$ cat src/logic/dual_byte_timer_pwm_unit_params.svh
// Constants for the dual byte timer and PWM unit: register indices,
// reset values and fixed counts.
// Assumes inclusion by the package and the testbench only.
`ifndef DUAL_BYTE_TIMER_PWM_UNIT_PARAMS_SVH
`define DUAL_BYTE_TIMER_PWM_UNIT_PARAMS_SVH

// -----------------------------------------------------------------
// Register indices (byte address is four times the index)
// -----------------------------------------------------------------
`define IDX_TIMER_CONTROL 16'hfe18
`define IDX_PRESCALE_SELECT 16'hfe19
`define IDX_LOW_COUNT_VALUE 16'hfe1a
`define IDX_HIGH_COUNT_VALUE 16'hfe1b
`define IDX_LOW_MATCH_DATA 16'hfe1c
`define IDX_HIGH_MATCH_DATA 16'hfe1d
`define IDX_EVENT_SELECT 16'hfe1e

// -----------------------------------------------------------------
// Reset values and fixed counts
// -----------------------------------------------------------------
`define RST_BYTE 8'h00
`define RST_EVSEL 2'h0
`define EVSEL_NONE 2'h0
`define BYTE_TOP 8'hff
`define BYTE_ZERO 8'h00
`define PRESC_BASE 9'h002
`define PRESC_ONE 9'h001

`endif

$ cat src/logic/dual_byte_timer_pwm_unit_pkg.sv
// Types shared by the dual byte timer and PWM unit.
// Assumes the params header sits beside it.
package dual_byte_timer_pwm_unit_pkg;
  `include "dual_byte_timer_pwm_unit_params.svh"

  // -----------------------------------------------------------------
  // Register layouts
  // -----------------------------------------------------------------
  typedef struct packed {
    logic high_run_bit;
    logic low_run_bit;
    logic cascade_bit;
    logic pwm_mode_bit;
    logic high_match_flag;
    logic high_irq_enable;
    logic low_match_flag;
    logic low_irq_enable;
  } timer_control_t;

  typedef struct packed {
    logic high_prescale_enable;
    logic [2:0] high_prescale_code;
    logic low_prescale_enable;
    logic [2:0] low_prescale_code;
  } prescale_select_t;

  typedef struct packed {
    logic prescale_enable;
    logic [2:0] prescale_code;
  } prescale_half_t;
endpackage

$ cat src/logic/dual_byte_timer_pwm_unit.sv
// Dual byte timer/counter with toggle and PWM outputs, APB slave.
// Assumes an APB master on pclk and event pins that are asynchronous.
//
// Overview of operation
// - Low prescaler input: 2 cycles/events, or 1 cycle
// - High prescaler input: 2, 1, low match, low period
// - Selected event pin makes low byte count events
// - Prescale divides 1, or 2 to 256 by code
// - Prescaler cleared on stop or byte reset
// - Run bits 6 and 7 start each byte
// - Low counter matches buffer, clears unless PWM
// - High counter matches buffer, clears except mode 1
// - Buffer follows data stopped, loads at zero running
// - Low output high stopped, low when data FFH
// - High output high stopped, low when data FFH
// - PWM bit 0 toggles low output on match
// - Low PWM: clear on overflow, set on match
// - Toggle high output unless PWM without cascade
// - High PWM: clear on overflow, set on match
// - Mode 1 PWM period 256 prescale counts
// - Mode 0 period (match+1) times prescale times two
// - Mode 2 high byte counts low byte periods
// - Mode 3 high byte counts low PWM periods
// - One interrupt request per enabled counter period
// - Stopped counter holds zero
// - Match flag sets at zero, software clears
// - Flag and enable both set raise request
`timescale 1ns/100ps

module dual_byte_timer_pwm_unit
  import dual_byte_timer_pwm_unit_pkg::*;
#(
  parameter int ADDR_W = 18
) (
  input wire logic pclk,
  input wire logic presetn,
  input wire logic psel,
  input wire logic penable,
  input wire logic pwrite,
  input wire logic [ADDR_W-1:0] paddr,
  input wire logic [31:0] pwdata,
  output logic [31:0] prdata,
  output logic pready,
  output logic pslverr,
  input wire logic event_pin_a,
  input wire logic event_pin_b,
  output logic low_output,
  output logic high_output,
  output logic timer_irq
);

  // -----------------------------------------------------------------
  // Registers and shared signals
  // -----------------------------------------------------------------
  timer_control_t ctrl_ff;
  prescale_select_t presc_ff;
  prescale_half_t low_pset_ff, high_pset_ff;
  logic [31:0] prdata_ff;
  logic [7:0] low_match_data_ff, high_match_data_ff, low_counter_ff, high_counter_ff;
  logic [7:0] low_buf_ff, high_buf_ff, low_pcnt_ff, high_pcnt_ff;
  logic [2:0] ev_a_ff, ev_b_ff;
  logic [1:0] event_pin_select_ff;
  logic pready_ff, pslverr_ff, low_output_ff, high_output_ff, timer_irq_ff, half_ff;

  logic [15:0] idx;
  logic [7:0] rd_byte, low_last, high_last, nxt_low_counter, nxt_high_counter;
  logic wr_en, mapped, half_tick, ev_edge, low_in_tick, high_in_tick;
  logic low_tick, high_tick, low_hit, high_hit, low_ovf, high_ovf;
  logic low_clr_mode, high_clr_mode, high_pwm_mode;
  logic low_wrap, high_wrap, nxt_low_flag, nxt_high_flag;

  assign prdata = prdata_ff;
  assign pready = pready_ff;
  assign pslverr = pslverr_ff;
  assign low_output = low_output_ff;
  assign high_output = high_output_ff;
  assign timer_irq = timer_irq_ff;

  // Last prescaler state for a division of 1, or 2 << code
  function automatic logic [7:0] presc_last(input prescale_half_t p);
    logic [8:0] n;
    n = p.prescale_enable ? (`PRESC_BASE << p.prescale_code) : `PRESC_ONE;
    presc_last = 8'(n - `PRESC_ONE);
  endfunction

  // -----------------------------------------------------------------
  // APB slave
  // -----------------------------------------------------------------
  // Answer is prepared in the setup cycle so that every bus output is a
  // flop; the access phase therefore never waits.
  assign idx = paddr[ADDR_W-1:2];
  assign wr_en = psel & penable & pwrite & pready_ff;

  always_comb begin
    mapped = 1'b1;
    rd_byte = `RST_BYTE;
    case (idx)
      `IDX_TIMER_CONTROL: rd_byte = ctrl_ff;
      `IDX_PRESCALE_SELECT: rd_byte = presc_ff;
      `IDX_LOW_COUNT_VALUE: rd_byte = low_counter_ff;
      `IDX_HIGH_COUNT_VALUE: rd_byte = high_counter_ff;
      `IDX_LOW_MATCH_DATA: rd_byte = low_match_data_ff;
      `IDX_HIGH_MATCH_DATA: rd_byte = high_match_data_ff;
      `IDX_EVENT_SELECT: rd_byte = {6'h00, event_pin_select_ff};
      default: mapped = 1'b0;
    endcase
  end

  always_ff @(posedge pclk or negedge presetn) begin
    if (!presetn) begin
      pready_ff <= 1'b0;
      pslverr_ff <= 1'b0;
      prdata_ff <= 32'h0000_0000;
    end else if (psel && !penable) begin
      pready_ff <= 1'b1;
      pslverr_ff <= ~mapped;
      prdata_ff <= pwrite ? 32'h0000_0000 : {24'h00_0000, rd_byte};
    end else begin
      pready_ff <= 1'b0;
      pslverr_ff <= 1'b0;
    end
  end

  always_ff @(posedge pclk or negedge presetn) begin
    if (!presetn) begin
      presc_ff <= `RST_BYTE;
      low_match_data_ff <= `RST_BYTE;
      high_match_data_ff <= `RST_BYTE;
      event_pin_select_ff <= `RST_EVSEL;
    end else if (wr_en) begin
      if (idx == `IDX_PRESCALE_SELECT) begin
        presc_ff <= pwdata[7:0];
      end
      if (idx == `IDX_LOW_MATCH_DATA) begin
        low_match_data_ff <= pwdata[7:0];
      end
      if (idx == `IDX_HIGH_MATCH_DATA) begin
        high_match_data_ff <= pwdata[7:0];
      end
      if (idx == `IDX_EVENT_SELECT) begin
        event_pin_select_ff <= pwdata[1:0];
      end
    end
  end

  // Flags: writing 0 clears, writing 1 keeps; a hardware set wins
  always_comb begin
    nxt_low_flag = ctrl_ff.low_match_flag;
    nxt_high_flag = ctrl_ff.high_match_flag;
    if (wr_en && idx == `IDX_TIMER_CONTROL) begin
      nxt_low_flag = ctrl_ff.low_match_flag & pwdata[1];
      nxt_high_flag = ctrl_ff.high_match_flag & pwdata[3];
    end
    nxt_low_flag = nxt_low_flag | low_wrap;
    nxt_high_flag = nxt_high_flag | high_wrap;
  end

  always_ff @(posedge pclk or negedge presetn) begin
    if (!presetn) begin
      ctrl_ff <= `RST_BYTE;
    end else begin
      if (wr_en && idx == `IDX_TIMER_CONTROL) begin
        ctrl_ff.high_run_bit <= pwdata[7];
        ctrl_ff.low_run_bit <= pwdata[6];
        ctrl_ff.cascade_bit <= pwdata[5];
        ctrl_ff.pwm_mode_bit <= pwdata[4];
        ctrl_ff.high_irq_enable <= pwdata[2];
        ctrl_ff.low_irq_enable <= pwdata[0];
      end
      ctrl_ff.low_match_flag <= nxt_low_flag;
      ctrl_ff.high_match_flag <= nxt_high_flag;
    end
  end

  // -----------------------------------------------------------------
  // Clock sources: half rate tick and synchronised event pins
  // -----------------------------------------------------------------
  always_ff @(posedge pclk or negedge presetn) begin
    if (!presetn) begin
      half_ff <= 1'b0;
      ev_a_ff <= 3'h0;
      ev_b_ff <= 3'h0;
    end else begin
      half_ff <= ~half_ff;
      ev_a_ff <= {ev_a_ff[1:0], event_pin_a};
      ev_b_ff <= {ev_b_ff[1:0], event_pin_b};
    end
  end

  assign half_tick = half_ff;
  // Rising edges only; stage 0 of each chain is never looked at
  assign ev_edge = (event_pin_select_ff[0] & ev_a_ff[1] & ~ev_a_ff[2])
                 | (event_pin_select_ff[1] & ev_b_ff[1] & ~ev_b_ff[2]);

  // Event counting is undefined with PWM mode set; PWM takes the cycle clock
  always_comb begin
    if (ctrl_ff.pwm_mode_bit) begin
      low_in_tick = 1'b1;
    end else if (event_pin_select_ff != `EVSEL_NONE) begin
      low_in_tick = ev_edge;
    end else begin
      low_in_tick = half_tick;
    end
  end

  always_comb begin
    case ({ctrl_ff.cascade_bit, ctrl_ff.pwm_mode_bit})
      2'b00: high_in_tick = half_tick;
      2'b01: high_in_tick = 1'b1;
      2'b10: high_in_tick = low_hit;
      2'b11: high_in_tick = low_ovf;
      default: high_in_tick = 1'b0;
    endcase
  end

  // -----------------------------------------------------------------
  // Prescalers
  // -----------------------------------------------------------------
  assign low_last = presc_last(low_pset_ff);
  assign high_last = presc_last(high_pset_ff);
  assign low_tick = ctrl_ff.low_run_bit & low_in_tick & (low_pcnt_ff == low_last);
  assign high_tick = ctrl_ff.high_run_bit & high_in_tick & (high_pcnt_ff == high_last);

  always_ff @(posedge pclk or negedge presetn) begin
    if (!presetn) begin
      low_pcnt_ff <= `BYTE_ZERO;
    end else if (!ctrl_ff.low_run_bit || low_tick) begin
      low_pcnt_ff <= `BYTE_ZERO;
    end else if (low_in_tick) begin
      low_pcnt_ff <= low_pcnt_ff + 8'h01;
    end
  end

  always_ff @(posedge pclk or negedge presetn) begin
    if (!presetn) begin
      high_pcnt_ff <= `BYTE_ZERO;
    end else if (!ctrl_ff.high_run_bit || high_tick) begin
      high_pcnt_ff <= `BYTE_ZERO;
    end else if (high_in_tick) begin
      high_pcnt_ff <= high_pcnt_ff + 8'h01;
    end
  end

  // -----------------------------------------------------------------
  // Byte counters
  // -----------------------------------------------------------------
  assign low_clr_mode = ~ctrl_ff.pwm_mode_bit;
  assign high_pwm_mode = ctrl_ff.pwm_mode_bit & ~ctrl_ff.cascade_bit;
  assign high_clr_mode = ~high_pwm_mode;
  assign low_hit = low_tick & (low_counter_ff == low_buf_ff);
  assign high_hit = high_tick & (high_counter_ff == high_buf_ff);
  assign low_ovf = low_tick & (low_counter_ff == `BYTE_TOP);
  assign high_ovf = high_tick & (high_counter_ff == `BYTE_TOP);
  assign nxt_low_counter = (low_hit && low_clr_mode) ? `BYTE_ZERO : low_counter_ff + 8'h01;
  assign nxt_high_counter = (high_hit && high_clr_mode) ? `BYTE_ZERO : high_counter_ff + 8'h01;
  // One wrap to zero per period drives flag, buffer reload and request
  assign low_wrap = low_tick & (nxt_low_counter == `BYTE_ZERO);
  assign high_wrap = high_tick & (nxt_high_counter == `BYTE_ZERO);

  always_ff @(posedge pclk or negedge presetn) begin
    if (!presetn) begin
      low_counter_ff <= `BYTE_ZERO;
    end else if (!ctrl_ff.low_run_bit) begin
      low_counter_ff <= `BYTE_ZERO;
    end else if (low_tick) begin
      low_counter_ff <= nxt_low_counter;
    end
  end

  always_ff @(posedge pclk or negedge presetn) begin
    if (!presetn) begin
      high_counter_ff <= `BYTE_ZERO;
    end else if (!ctrl_ff.high_run_bit) begin
      high_counter_ff <= `BYTE_ZERO;
    end else if (high_tick) begin
      high_counter_ff <= nxt_high_counter;
    end
  end

  // Prescale changes take hold at the same moment as the match buffer,
  // so a running period is never cut short by a new code.
  always_ff @(posedge pclk or negedge presetn) begin
    if (!presetn) begin
      low_buf_ff <= `BYTE_ZERO;
      low_pset_ff <= 4'h0;
    end else if (!ctrl_ff.low_run_bit || low_wrap) begin
      low_buf_ff <= low_match_data_ff;
      low_pset_ff <= {presc_ff.low_prescale_enable, presc_ff.low_prescale_code};
    end
  end

  always_ff @(posedge pclk or negedge presetn) begin
    if (!presetn) begin
      high_buf_ff <= `BYTE_ZERO;
      high_pset_ff <= 4'h0;
    end else if (!ctrl_ff.high_run_bit || high_wrap) begin
      high_buf_ff <= high_match_data_ff;
      high_pset_ff <= {presc_ff.high_prescale_enable, presc_ff.high_prescale_code};
    end
  end

  // -----------------------------------------------------------------
  // Outputs and interrupt request
  // -----------------------------------------------------------------
  always_ff @(posedge pclk or negedge presetn) begin
    if (!presetn) begin
      low_output_ff <= 1'b1;
    end else if (!ctrl_ff.low_run_bit) begin
      low_output_ff <= 1'b1;
    end else if (low_match_data_ff == `BYTE_TOP) begin
      low_output_ff <= 1'b0;
    end else if (!ctrl_ff.pwm_mode_bit) begin
      low_output_ff <= low_output_ff ^ low_hit;
    end else if (low_hit) begin
      low_output_ff <= 1'b1;
    end else if (low_ovf) begin
      low_output_ff <= 1'b0;
    end
  end

  always_ff @(posedge pclk or negedge presetn) begin
    if (!presetn) begin
      high_output_ff <= 1'b1;
    end else if (!ctrl_ff.high_run_bit) begin
      high_output_ff <= 1'b1;
    end else if (high_match_data_ff == `BYTE_TOP) begin
      high_output_ff <= 1'b0;
    end else if (!high_pwm_mode) begin
      high_output_ff <= high_output_ff ^ high_hit;
    end else if (high_hit) begin
      high_output_ff <= 1'b1;
    end else if (high_ovf) begin
      high_output_ff <= 1'b0;
    end
  end

  always_ff @(posedge pclk or negedge presetn) begin
    if (!presetn) begin
      timer_irq_ff <= 1'b0;
    end else begin
      timer_irq_ff <= (ctrl_ff.low_match_flag & ctrl_ff.low_irq_enable)
                    | (ctrl_ff.high_match_flag & ctrl_ff.high_irq_enable);
    end
  end
endmodule

$ cat config.mk
export PLATFORM = sky130hd
export DESIGN_NAME = dual_byte_timer_pwm_unit
export DESIGN_NICKNAME = d
export VERILOG_FILES = /design/src/logic/dual_byte_timer_pwm_unit_pkg.sv /design/src/logic/dual_byte_timer_pwm_unit.sv
export VERILOG_INCLUDE_DIRS = /design/src /design/src/logic
export SDC_FILE = /design/constraint.sdc
export NUM_CORES = 1
export LEC_CHECK = 0
export CELL_PAD_IN_SITES_DETAIL_PLACEMENT = 1
export CELL_PAD_IN_SITES_GLOBAL_PLACEMENT = 1
export CORE_MARGIN = 4
export CORE_UTILIZATION = 45
export DETAILED_ROUTE_END_ITERATION = 7
export DONT_BUFFER_PORTS = 1
export PLACE_DENSITY = 0.72
export SLEW_MARGIN = 20
export SYNTH_ARGS = -nofsm -noshare
export SYNTH_HDL_FRONTEND = slang
export SYNTH_SLANG_ARGS = --single-unit
$ cat constraint.sdc
create_clock -name pclk -period 7.6 [get_ports pclk]
set_clock_uncertainty 0.1 [all_clocks]
set_input_delay 0.38 -clock pclk [delete_from_list [all_inputs] [get_ports pclk]]
set_output_delay 0.38 -clock pclk [all_outputs]
set_load 0.01 [all_outputs]
# After elaboration in Yosys (flattened, before gate mapping)
# Cells that the tools add are included.
[classes] n_mux=32 bitwise=35 reduce_logical=22 n_shift=2 eq_ne=22 add_sub_neg=6
[op_table] op="== test 16 bit (second input constant)" count=7
[op_table] op="two-way mux 8 bit" count=13
[op_table] op="one-hot mux 8 bit (7 select lines)" count=1
[op_table] op="adder 8 x 1 -> 8 bit (second input constant)" count=4
[op_table] op="== test 8 bit" count=4
[op_table] op="== test 8 bit (second input constant)" count=4
[op_table] op="AND 1 bit" count=22
[op_table] op="two-way mux 1 bit" count=17
[op_table] op="zero test 8 bit" count=2
[op_table] op="left shift 2 x 3 -> 8 bit (first input constant)" count=2
[op_table] op="subtractor 8 x 1 -> 8 bit (second input constant)" count=2
[op_table] op="AND reduction 2 bit" count=4
[op_table] op="NOT 1 bit" count=7
[op_table] op="OR reduction 7 bit" count=1
[op_table] op="nonzero test 2 bit" count=3
[op_table] op="inequality test 5 x 2 -> 1 bit (second input constant)" count=1
[op_table] op="inequality test 5 x 4 -> 1 bit (second input constant)" count=1
[op_table] op="== test 2 bit (second input constant)" count=2
[op_table] op="logical AND 1 bit" count=4
[op_table] op="logical OR 1 bit" count=4
[op_table] op="inequality test 2 x 1 -> 1 bit (second input constant)" count=2
[op_table] op="OR 1 bit" count=4
[op_table] op="one-hot mux 1 bit (4 select lines)" count=1
[op_table] op="zero test 1 bit" count=3
[op_table] op="3 further kinds" count=4
[totals] in_bits=57 elab_cells=153 reg_bits=134

# Longest topological paths before layout
[depth] word_depth=17 ltp_mapped=10

# Worst setup path before layout
# OpenSTA, ideal clock, no wires.
[synth_timing] path_type="flip-flop to flip-flop" start="register event_pin_select_ff[0]" end="register high_buf_ff[2]" setup_slack_ns=4.815 stages_incl_launch_ff=10 t_arrival_ns=2.560 path_buffers=2 setup_ns=0.125 path_cell_list="dfrtp_1 -> or3b_1 -> o2111a_2 -> nor4b_4 -> o2111ai_4 -> and2_4 -> buf_6 -> o31ai_4 -> buf_12 -> mux2_4"
[synth_between] elab_chain_cells=17 elab_cells_between_ends=19 classes_between="mux: 4; bitwise: 11; reduce/logical: 4"
[synth_rtl] element="start, declared" line_no="dual_byte_timer_pwm_unit.sv:62" rtl="logic [1:0] event_pin_select_ff;"
[synth_rtl] element="start signal, assigned" line_no="dual_byte_timer_pwm_unit.sv:129" rtl="event_pin_select_ff <= `RST_EVSEL;"
[synth_rtl] element="start signal, assigned" line_no="dual_byte_timer_pwm_unit.sv:141" rtl="event_pin_select_ff <= pwdata[1:0];"
[synth_rtl] element="AND 1 bit (2 in a row)" line_no="dual_byte_timer_pwm_unit.sv:192" rtl="assign ev_edge = (event_pin_select_ff[0] & ev_a_ff[1] & ~ev_a_ff[2])"
[synth_rtl] element="OR 1 bit" line_no="dual_byte_timer_pwm_unit.sv:193" rtl="| (event_pin_select_ff[1] & ev_b_ff[1] & ~ev_b_ff[2]);"
[synth_rtl] element="two-way mux 1 bit (*)" line_no="dual_byte_timer_pwm_unit.sv:199" rtl="end else if (event_pin_select_ff != `EVSEL_NONE) begin"
[synth_rtl] element="two-way mux 1 bit (*)" line_no="dual_byte_timer_pwm_unit.sv:197" rtl="if (ctrl_ff.pwm_mode_bit) begin"
[synth_rtl] element="AND 1 bit (*) (2 in a row)" line_no="dual_byte_timer_pwm_unit.sv:221" rtl="assign low_tick = ctrl_ff.low_run_bit & low_in_tick & (low_pcnt_ff == low_last);"
[synth_rtl] element="AND 1 bit (on tied branches)" line_no="dual_byte_timer_pwm_unit.sv:252, dual_byte_timer_pwm_unit.sv:250"
[synth_rtl] element="one-hot mux 1 bit (4 select lines) (*)" line_no="dual_byte_timer_pwm_unit.sv:207" rtl="case ({ctrl_ff.cascade_bit, ctrl_ff.pwm_mode_bit})"
[synth_rtl] element="AND 1 bit (*) (2 in a row)" line_no="dual_byte_timer_pwm_unit.sv:222" rtl="assign high_tick = ctrl_ff.high_run_bit & high_in_tick & (high_pcnt_ff == high_last);"
[synth_rtl] element="AND 1 bit" line_no="dual_byte_timer_pwm_unit.sv:251" rtl="assign high_hit = high_tick & (high_counter_ff == high_buf_ff);"
[synth_rtl] element="logical AND 1 bit" line_no="dual_byte_timer_pwm_unit.sv:255" rtl="assign nxt_high_counter = (high_hit && high_clr_mode) ? `BYTE_ZERO : high_counter_ff + 8'h01;"
[synth_rtl] element="two-way mux 8 bit" line_no="dual_byte_timer_pwm_unit.sv:255"
[synth_rtl] element="zero test 8 bit (no source line)"
[synth_rtl] element="AND 1 bit (*)" line_no="dual_byte_timer_pwm_unit.sv:258" rtl="assign high_wrap = high_tick & (nxt_high_counter == `BYTE_ZERO);"
[synth_rtl] element="logical OR 1 bit (*)" line_no="dual_byte_timer_pwm_unit.sv:296" rtl="end else if (!ctrl_ff.high_run_bit || high_wrap) begin"
[synth_rtl] element="end signal, assigned" line_no="dual_byte_timer_pwm_unit.sv:294" rtl="high_buf_ff <= `BYTE_ZERO;"
[synth_rtl] element="end signal, assigned" line_no="dual_byte_timer_pwm_unit.sv:297" rtl="high_buf_ff <= high_match_data_ff;"
[synth_rtl] element="end, declared" line_no="dual_byte_timer_pwm_unit.sv:60" rtl="logic [7:0] low_buf_ff, high_buf_ff, low_pcnt_ff, high_pcnt_ff;"
# Mark *: on every way between the ends. The rest lies on a longest branch, timed or not.
# A chain may end at the register's enable or synchronous reset.

# Worst setup path after layout
[layout_timing] start="register low_counter_ff[1]" end="register high_buf_ff[1]"
[layout_between] elab_chain_cells=11 elab_cells_between_ends=13 classes_between="eq/ne: 2; mux: 2; bitwise: 6; reduce/logical: 3"
[layout_rtl] element="start, declared" line_no="dual_byte_timer_pwm_unit.sv:59" rtl="logic [7:0] low_match_data_ff, high_match_data_ff, low_counter_ff, high_counter_ff;"
[layout_rtl] element="start signal, assigned" line_no="dual_byte_timer_pwm_unit.sv:262" rtl="low_counter_ff <= `BYTE_ZERO;"
[layout_rtl] element="start signal, assigned" line_no="dual_byte_timer_pwm_unit.sv:264" rtl="low_counter_ff <= `BYTE_ZERO;"
[layout_rtl] element="start signal, assigned" line_no="dual_byte_timer_pwm_unit.sv:266" rtl="low_counter_ff <= nxt_low_counter;"
[layout_rtl] element="== test 8 bit (on tied branches)"
[layout_rtl] element="AND 1 bit (on tied branches)" line_no="dual_byte_timer_pwm_unit.sv:252, dual_byte_timer_pwm_unit.sv:250"
[layout_rtl] element="one-hot mux 1 bit (4 select lines) (*)" line_no="dual_byte_timer_pwm_unit.sv:207"
[layout_rtl] element="AND 1 bit (*) (2 in a row)" line_no="dual_byte_timer_pwm_unit.sv:222"
[layout_rtl] element="AND 1 bit" line_no="dual_byte_timer_pwm_unit.sv:251"
[layout_rtl] element="logical AND 1 bit" line_no="dual_byte_timer_pwm_unit.sv:255"
[layout_rtl] element="two-way mux 8 bit" line_no="dual_byte_timer_pwm_unit.sv:255"
[layout_rtl] element="zero test 8 bit (no source line)"
[layout_rtl] element="AND 1 bit (*)" line_no="dual_byte_timer_pwm_unit.sv:258"
[layout_rtl] element="logical OR 1 bit (*)" line_no="dual_byte_timer_pwm_unit.sv:296"
# Marks and branches as above.

==> flow_summary_export.csv <==
group,metric,value,unit
outcome,outcome,"finished, final reports clean",
power_and_ir_drop,p_comb_share,2.2,%
timing,slew_violations,0,
global_route,antenna_found_initial,0,
cts,cts.sinks,110,
flow_run,maxCapViolCount,0,
finish,layout-drive-gt1-share,16.5,%
global_route,grt_pass1_wl,25400,um
placed_design,port_buffers,0,
placed_design,gp_congestion,0.859,
cts,h-tree-depth,3,
power_and_ir_drop,pwr-share-seq,51.7,%
global_route,grt_max_degree,111,
routing,drt-total-wl,15400,um
power_and_ir_drop,switching_share,22.1,%
placed_design,dp_hpwl,11200,um
finish,design_area,6440,um2
timing,fin_crit,3.42,ns
cts,root_buffer,"clkbuf_16",
routing,initialDrtViolationCount,211,
yosys,netlist_area,6090,um2
yosys,yosysUniqueCellTypes,74,
yosys,ys.flop_type,"dfrtp_1",
critical_path,crit_path_end_kind,"register",
critical_path,crit_type,"register to register",
yosys,ys_seq_elements,110,
power_and_ir_drop,netSwitchingPower,0.251,mW
finish,nFillCells,1467,
cts,clkTransAtPathRegs,0.08,ns
timing,slew_headroom,31.4,%
floorplanning,initial_core_util,46.0,%
cts,cts_buffers,9,
timing,max_freq,0.293,GHz
floorplanning,fp.dieH,124,um
power_and_ir_drop,p_int,0.887,mW
routing,vias,4372,
min_path,hp-class,"input port to register",
power_and_ir_drop,irDropWorstVdd,0.139,mV
yosys,ys.warnings.count,0,
floorplanning,die_x,124,um
floorplanning,rows,42,
critical_path,start_kind,"register",
critical_path,worst_ep_arrival_time,3.56,ns
floorplanning,dieArea,15500,um2
routing,drc_errors,0,
yosys,syn-mean-instance-area,10.4,um2
routing,avgViaCountPerCell,5.90,
finish,antenna_cells,0,
timing,finalSetupViolations,0,
power_and_ir_drop,p_total,1.14,mW
power_and_ir_drop,p_clk_share,46.1,%
critical_path,required,7.74,ns
timing,tns,0,ns
routing,detail-route-antenna-nets,0,
critical_path,worstReg2RegStart,"low_counter_ff[1]",
cts,tritoncts,"done",
timing,rsz0062_at_grt,"false",
power_and_ir_drop,p_leak,2.86,nW
cts,clk_latency,0.36,ns
finish,fin_nets,621,
finish,area.growth.synth_to_final,5.69,%
yosys,seq_area_frac_synth,45.2,%
power_and_ir_drop,p_per_area,177,nW/um2
global_route,grt_overflow,0,
floorplanning,coreArea,13200,um2
timing,worst_pin_slew,1.02,ns
min_path,worstHoldStart,"pwdata[2]",
yosys,synth-edff-count,0,
yosys,async_flop_share,100,%
placed_design,placed_area,6050,um2
timing,post-route-period-util,44.9,%
yosys,netlist_instances,584,
timing,finalHoldViolCount,0,
global_route,grt.total_usage,20.3,%
critical_path,cp_max_fo,12,
cts,clk_path_buf_depth,2,
routing,wire_per_inst,20.8,um
critical_path,critPathLaunch,"low_counter_ff[1]",
routing,drtPass1Iterations,7,
global_route,first_global_vias,4604,
floorplanning,pin_count,94,
## stage by stage
step | hold WS [ns] | instances | setup WS, ns | util, %
2_1_floorplan | -0.0156 | 607 | 4.81 | -
3_3_place_gp | -0.0108 | 721 | 4.26 | 45.7
3_5_place_dp | -0.0101 | 721 | 4.23 | 45.7
4_1_cts | 0.0607 | 741 | 4.20 | 48.6
5_1_grt | 0.0603 | 741 | 3.94 | 48.6
6_report | 0.0654 | 741 | 4.18 | 48.6
## area by class of cell
| type | count | area, um2 | area share (%) |
|---|---|---|---|
| clock buffer | 9 | 225 | 3.50 |
| tap | 176 | 220 | 3.42 |
| inverter | 21 | 78.8 | 1.22 |
| clock inverter | 7 | 104 | 1.61 |
| multi-input combinational | 413 | 2990 | 46.5 |
| sequential | 110 | 2760 | 42.8 |
| timing repair buffer | 5 | 65.1 | 1.01 |
## routing by layer
metal	global-route usage [%]	up-vias	part of all wire, %
met4	6.25	0	1.5
met5	0	-	0
met1	27.2	2270	45
li1	-	2002	-
met2	33.9	80	49
met3	3.39	20	4.3
## Yosys cell counts (3+ instances only)
library cell	count	area share, %
dfrtp_1	108	44
o31ai_1	4	0.49
nor4_1	7	0.72
nor2b_1	5	0.51
or3_1	3	0.31
nand2_1	41	2.5
xor2_1	16	2.3
a31oi_1	3	0.31
a222oi_1	6	0.99
nor2_1	44	2.7
nand3b_1	6	0.74
nand3_1	19	1.6
o21ai_1	3	0.25
and3_1	5	0.51
nand2b_1	4	0.41
ha_1	4	0.82
and2_1	4	0.41
mux2_2	46	8.5
nand4_1	11	1.1
o221ai_1	7	1.0
a21boi_0	3	0.37
buf_4	24	3.0
o21ai_0	30	2.5
clkbuf_1	32	2.0
nor3b_1	3	0.37
mux2i_1	4	0.66
inv_1	21	1.3
o32ai_1	3	0.43
mux4_2	7	2.6
o211ai_1	4	0.49
and4_1	4	0.57
nor3_1	6	0.49
a21o_1	5	0.62
buf_2	3	0.25
o21a_1	3	0.37
mux2_4	10	2.5
xnor2_1	15	2.2
a21oi_1	18	1.5
## cell usage in the layout, fill, tap and decap left out, types with 6 or more instances in the layout
cell type / Yosys / final
nor2_1: 44 / 44
a222oi_1: 6 / 6
mux2_2: 46 / 46
nor3_1: 6 / 6
dfrtp_1: 108 / 108
nand3b_1: 6 / 6
mux2_4: 10 / 10
xor2_1: 16 / 16
o21ai_0: 30 / 30
conb_1: 1 / 24
o221ai_1: 7 / 7
a21oi_1: 18 / 18
xnor2_1: 15 / 15
nor4_1: 7 / 7
nand3_1: 19 / 19
clkbuf_16: 0 / 9
mux4_2: 7 / 7
nand4_1: 11 / 11
inv_1: 21 / 21
nand2_1: 41 / 41
## flip-flops by register name (all words and copies together), names as in the netlist
name and cells:
low_match_data_ff 8, high_pcnt_ff 8, high_output 1, event_pin_select_ff 2, pslverr 1, presc_ff 8, half_ff 1, prdata 8
high_counter_ff 8, timer_irq 1, high_pset_ff 4, low_buf_ff 8, ctrl_ff 8, high_buf_ff 8, low_counter_ff 8, low_output 1
ev_b_ff 3, high_match_data_ff 8, pready 1, ev_a_ff 3, low_pcnt_ff 8, low_pset_ff 4
## logic make-up (layout without fill, tap and decap cells)
logic type,Yosys count,in the layout,synth area share (%)
compound gates,114,114,13.4
xor+xnor,31,31,4.46
fa+ha+maj,4,4,0.821
buf+inv,84,42,7.10
flops,110,110,45.2
mux,67,67,14.2
other cells,1,24,0.0615
simple gates,173,173,14.7
## critical path, stage by stage (launching register included)
cell and delay, ns:
dfrtp_1 0.56, ha_1 0.32, and4_1 0.28, nand2_1 0.09, nor2_1 0.31, o2111ai_4 0.23, and2_4 0.28, o31ai_4 0.70
mux2_2 0.41
## power by group through the flow
| stage | Clock [mW] | Combinational, mW | Sequential, mW |
|---|---|---|---|
| after detailed placement | 0 | 0.0113 | 0.600 |
| after global routing | 0.561 | 0.0292 | 0.588 |
| final | 0.524 | 0.0255 | 0.588 |
| after global placement | 0 | 0.0110 | 0.600 |
| after CTS | 0.536 | 0.0264 | 0.588 |
| after floorplan | 0 | 0.0220 | 0.600 |
## path summary, 6_finish.rpt
kind / to / slack (ns) / depth (start not counted)
setup / recovery: high_buf_ff[1] / 4.18 / 8
hold / removal: high_match_data_ff[2] / 0.07 / 1
setup reg to reg: high_buf_ff[1] / 4.18 / 8
hold reg to reg: ev_a_ff[1] / 0.26 / 0
max in group asynchronous: high_output / 6.42 / 2
min in group asynchronous: low_counter_ff[3] / 0.52 / 2
## repair_timing
item / 4_1_cts / 5_1_grt
hold buffers: 4 / 0
setup buffers: 0 / 0
endpoints found under the hold margin: 112 / 0
resized for setup: 0 / 0
Note: power is estimated with default switching activity, not from simulation.
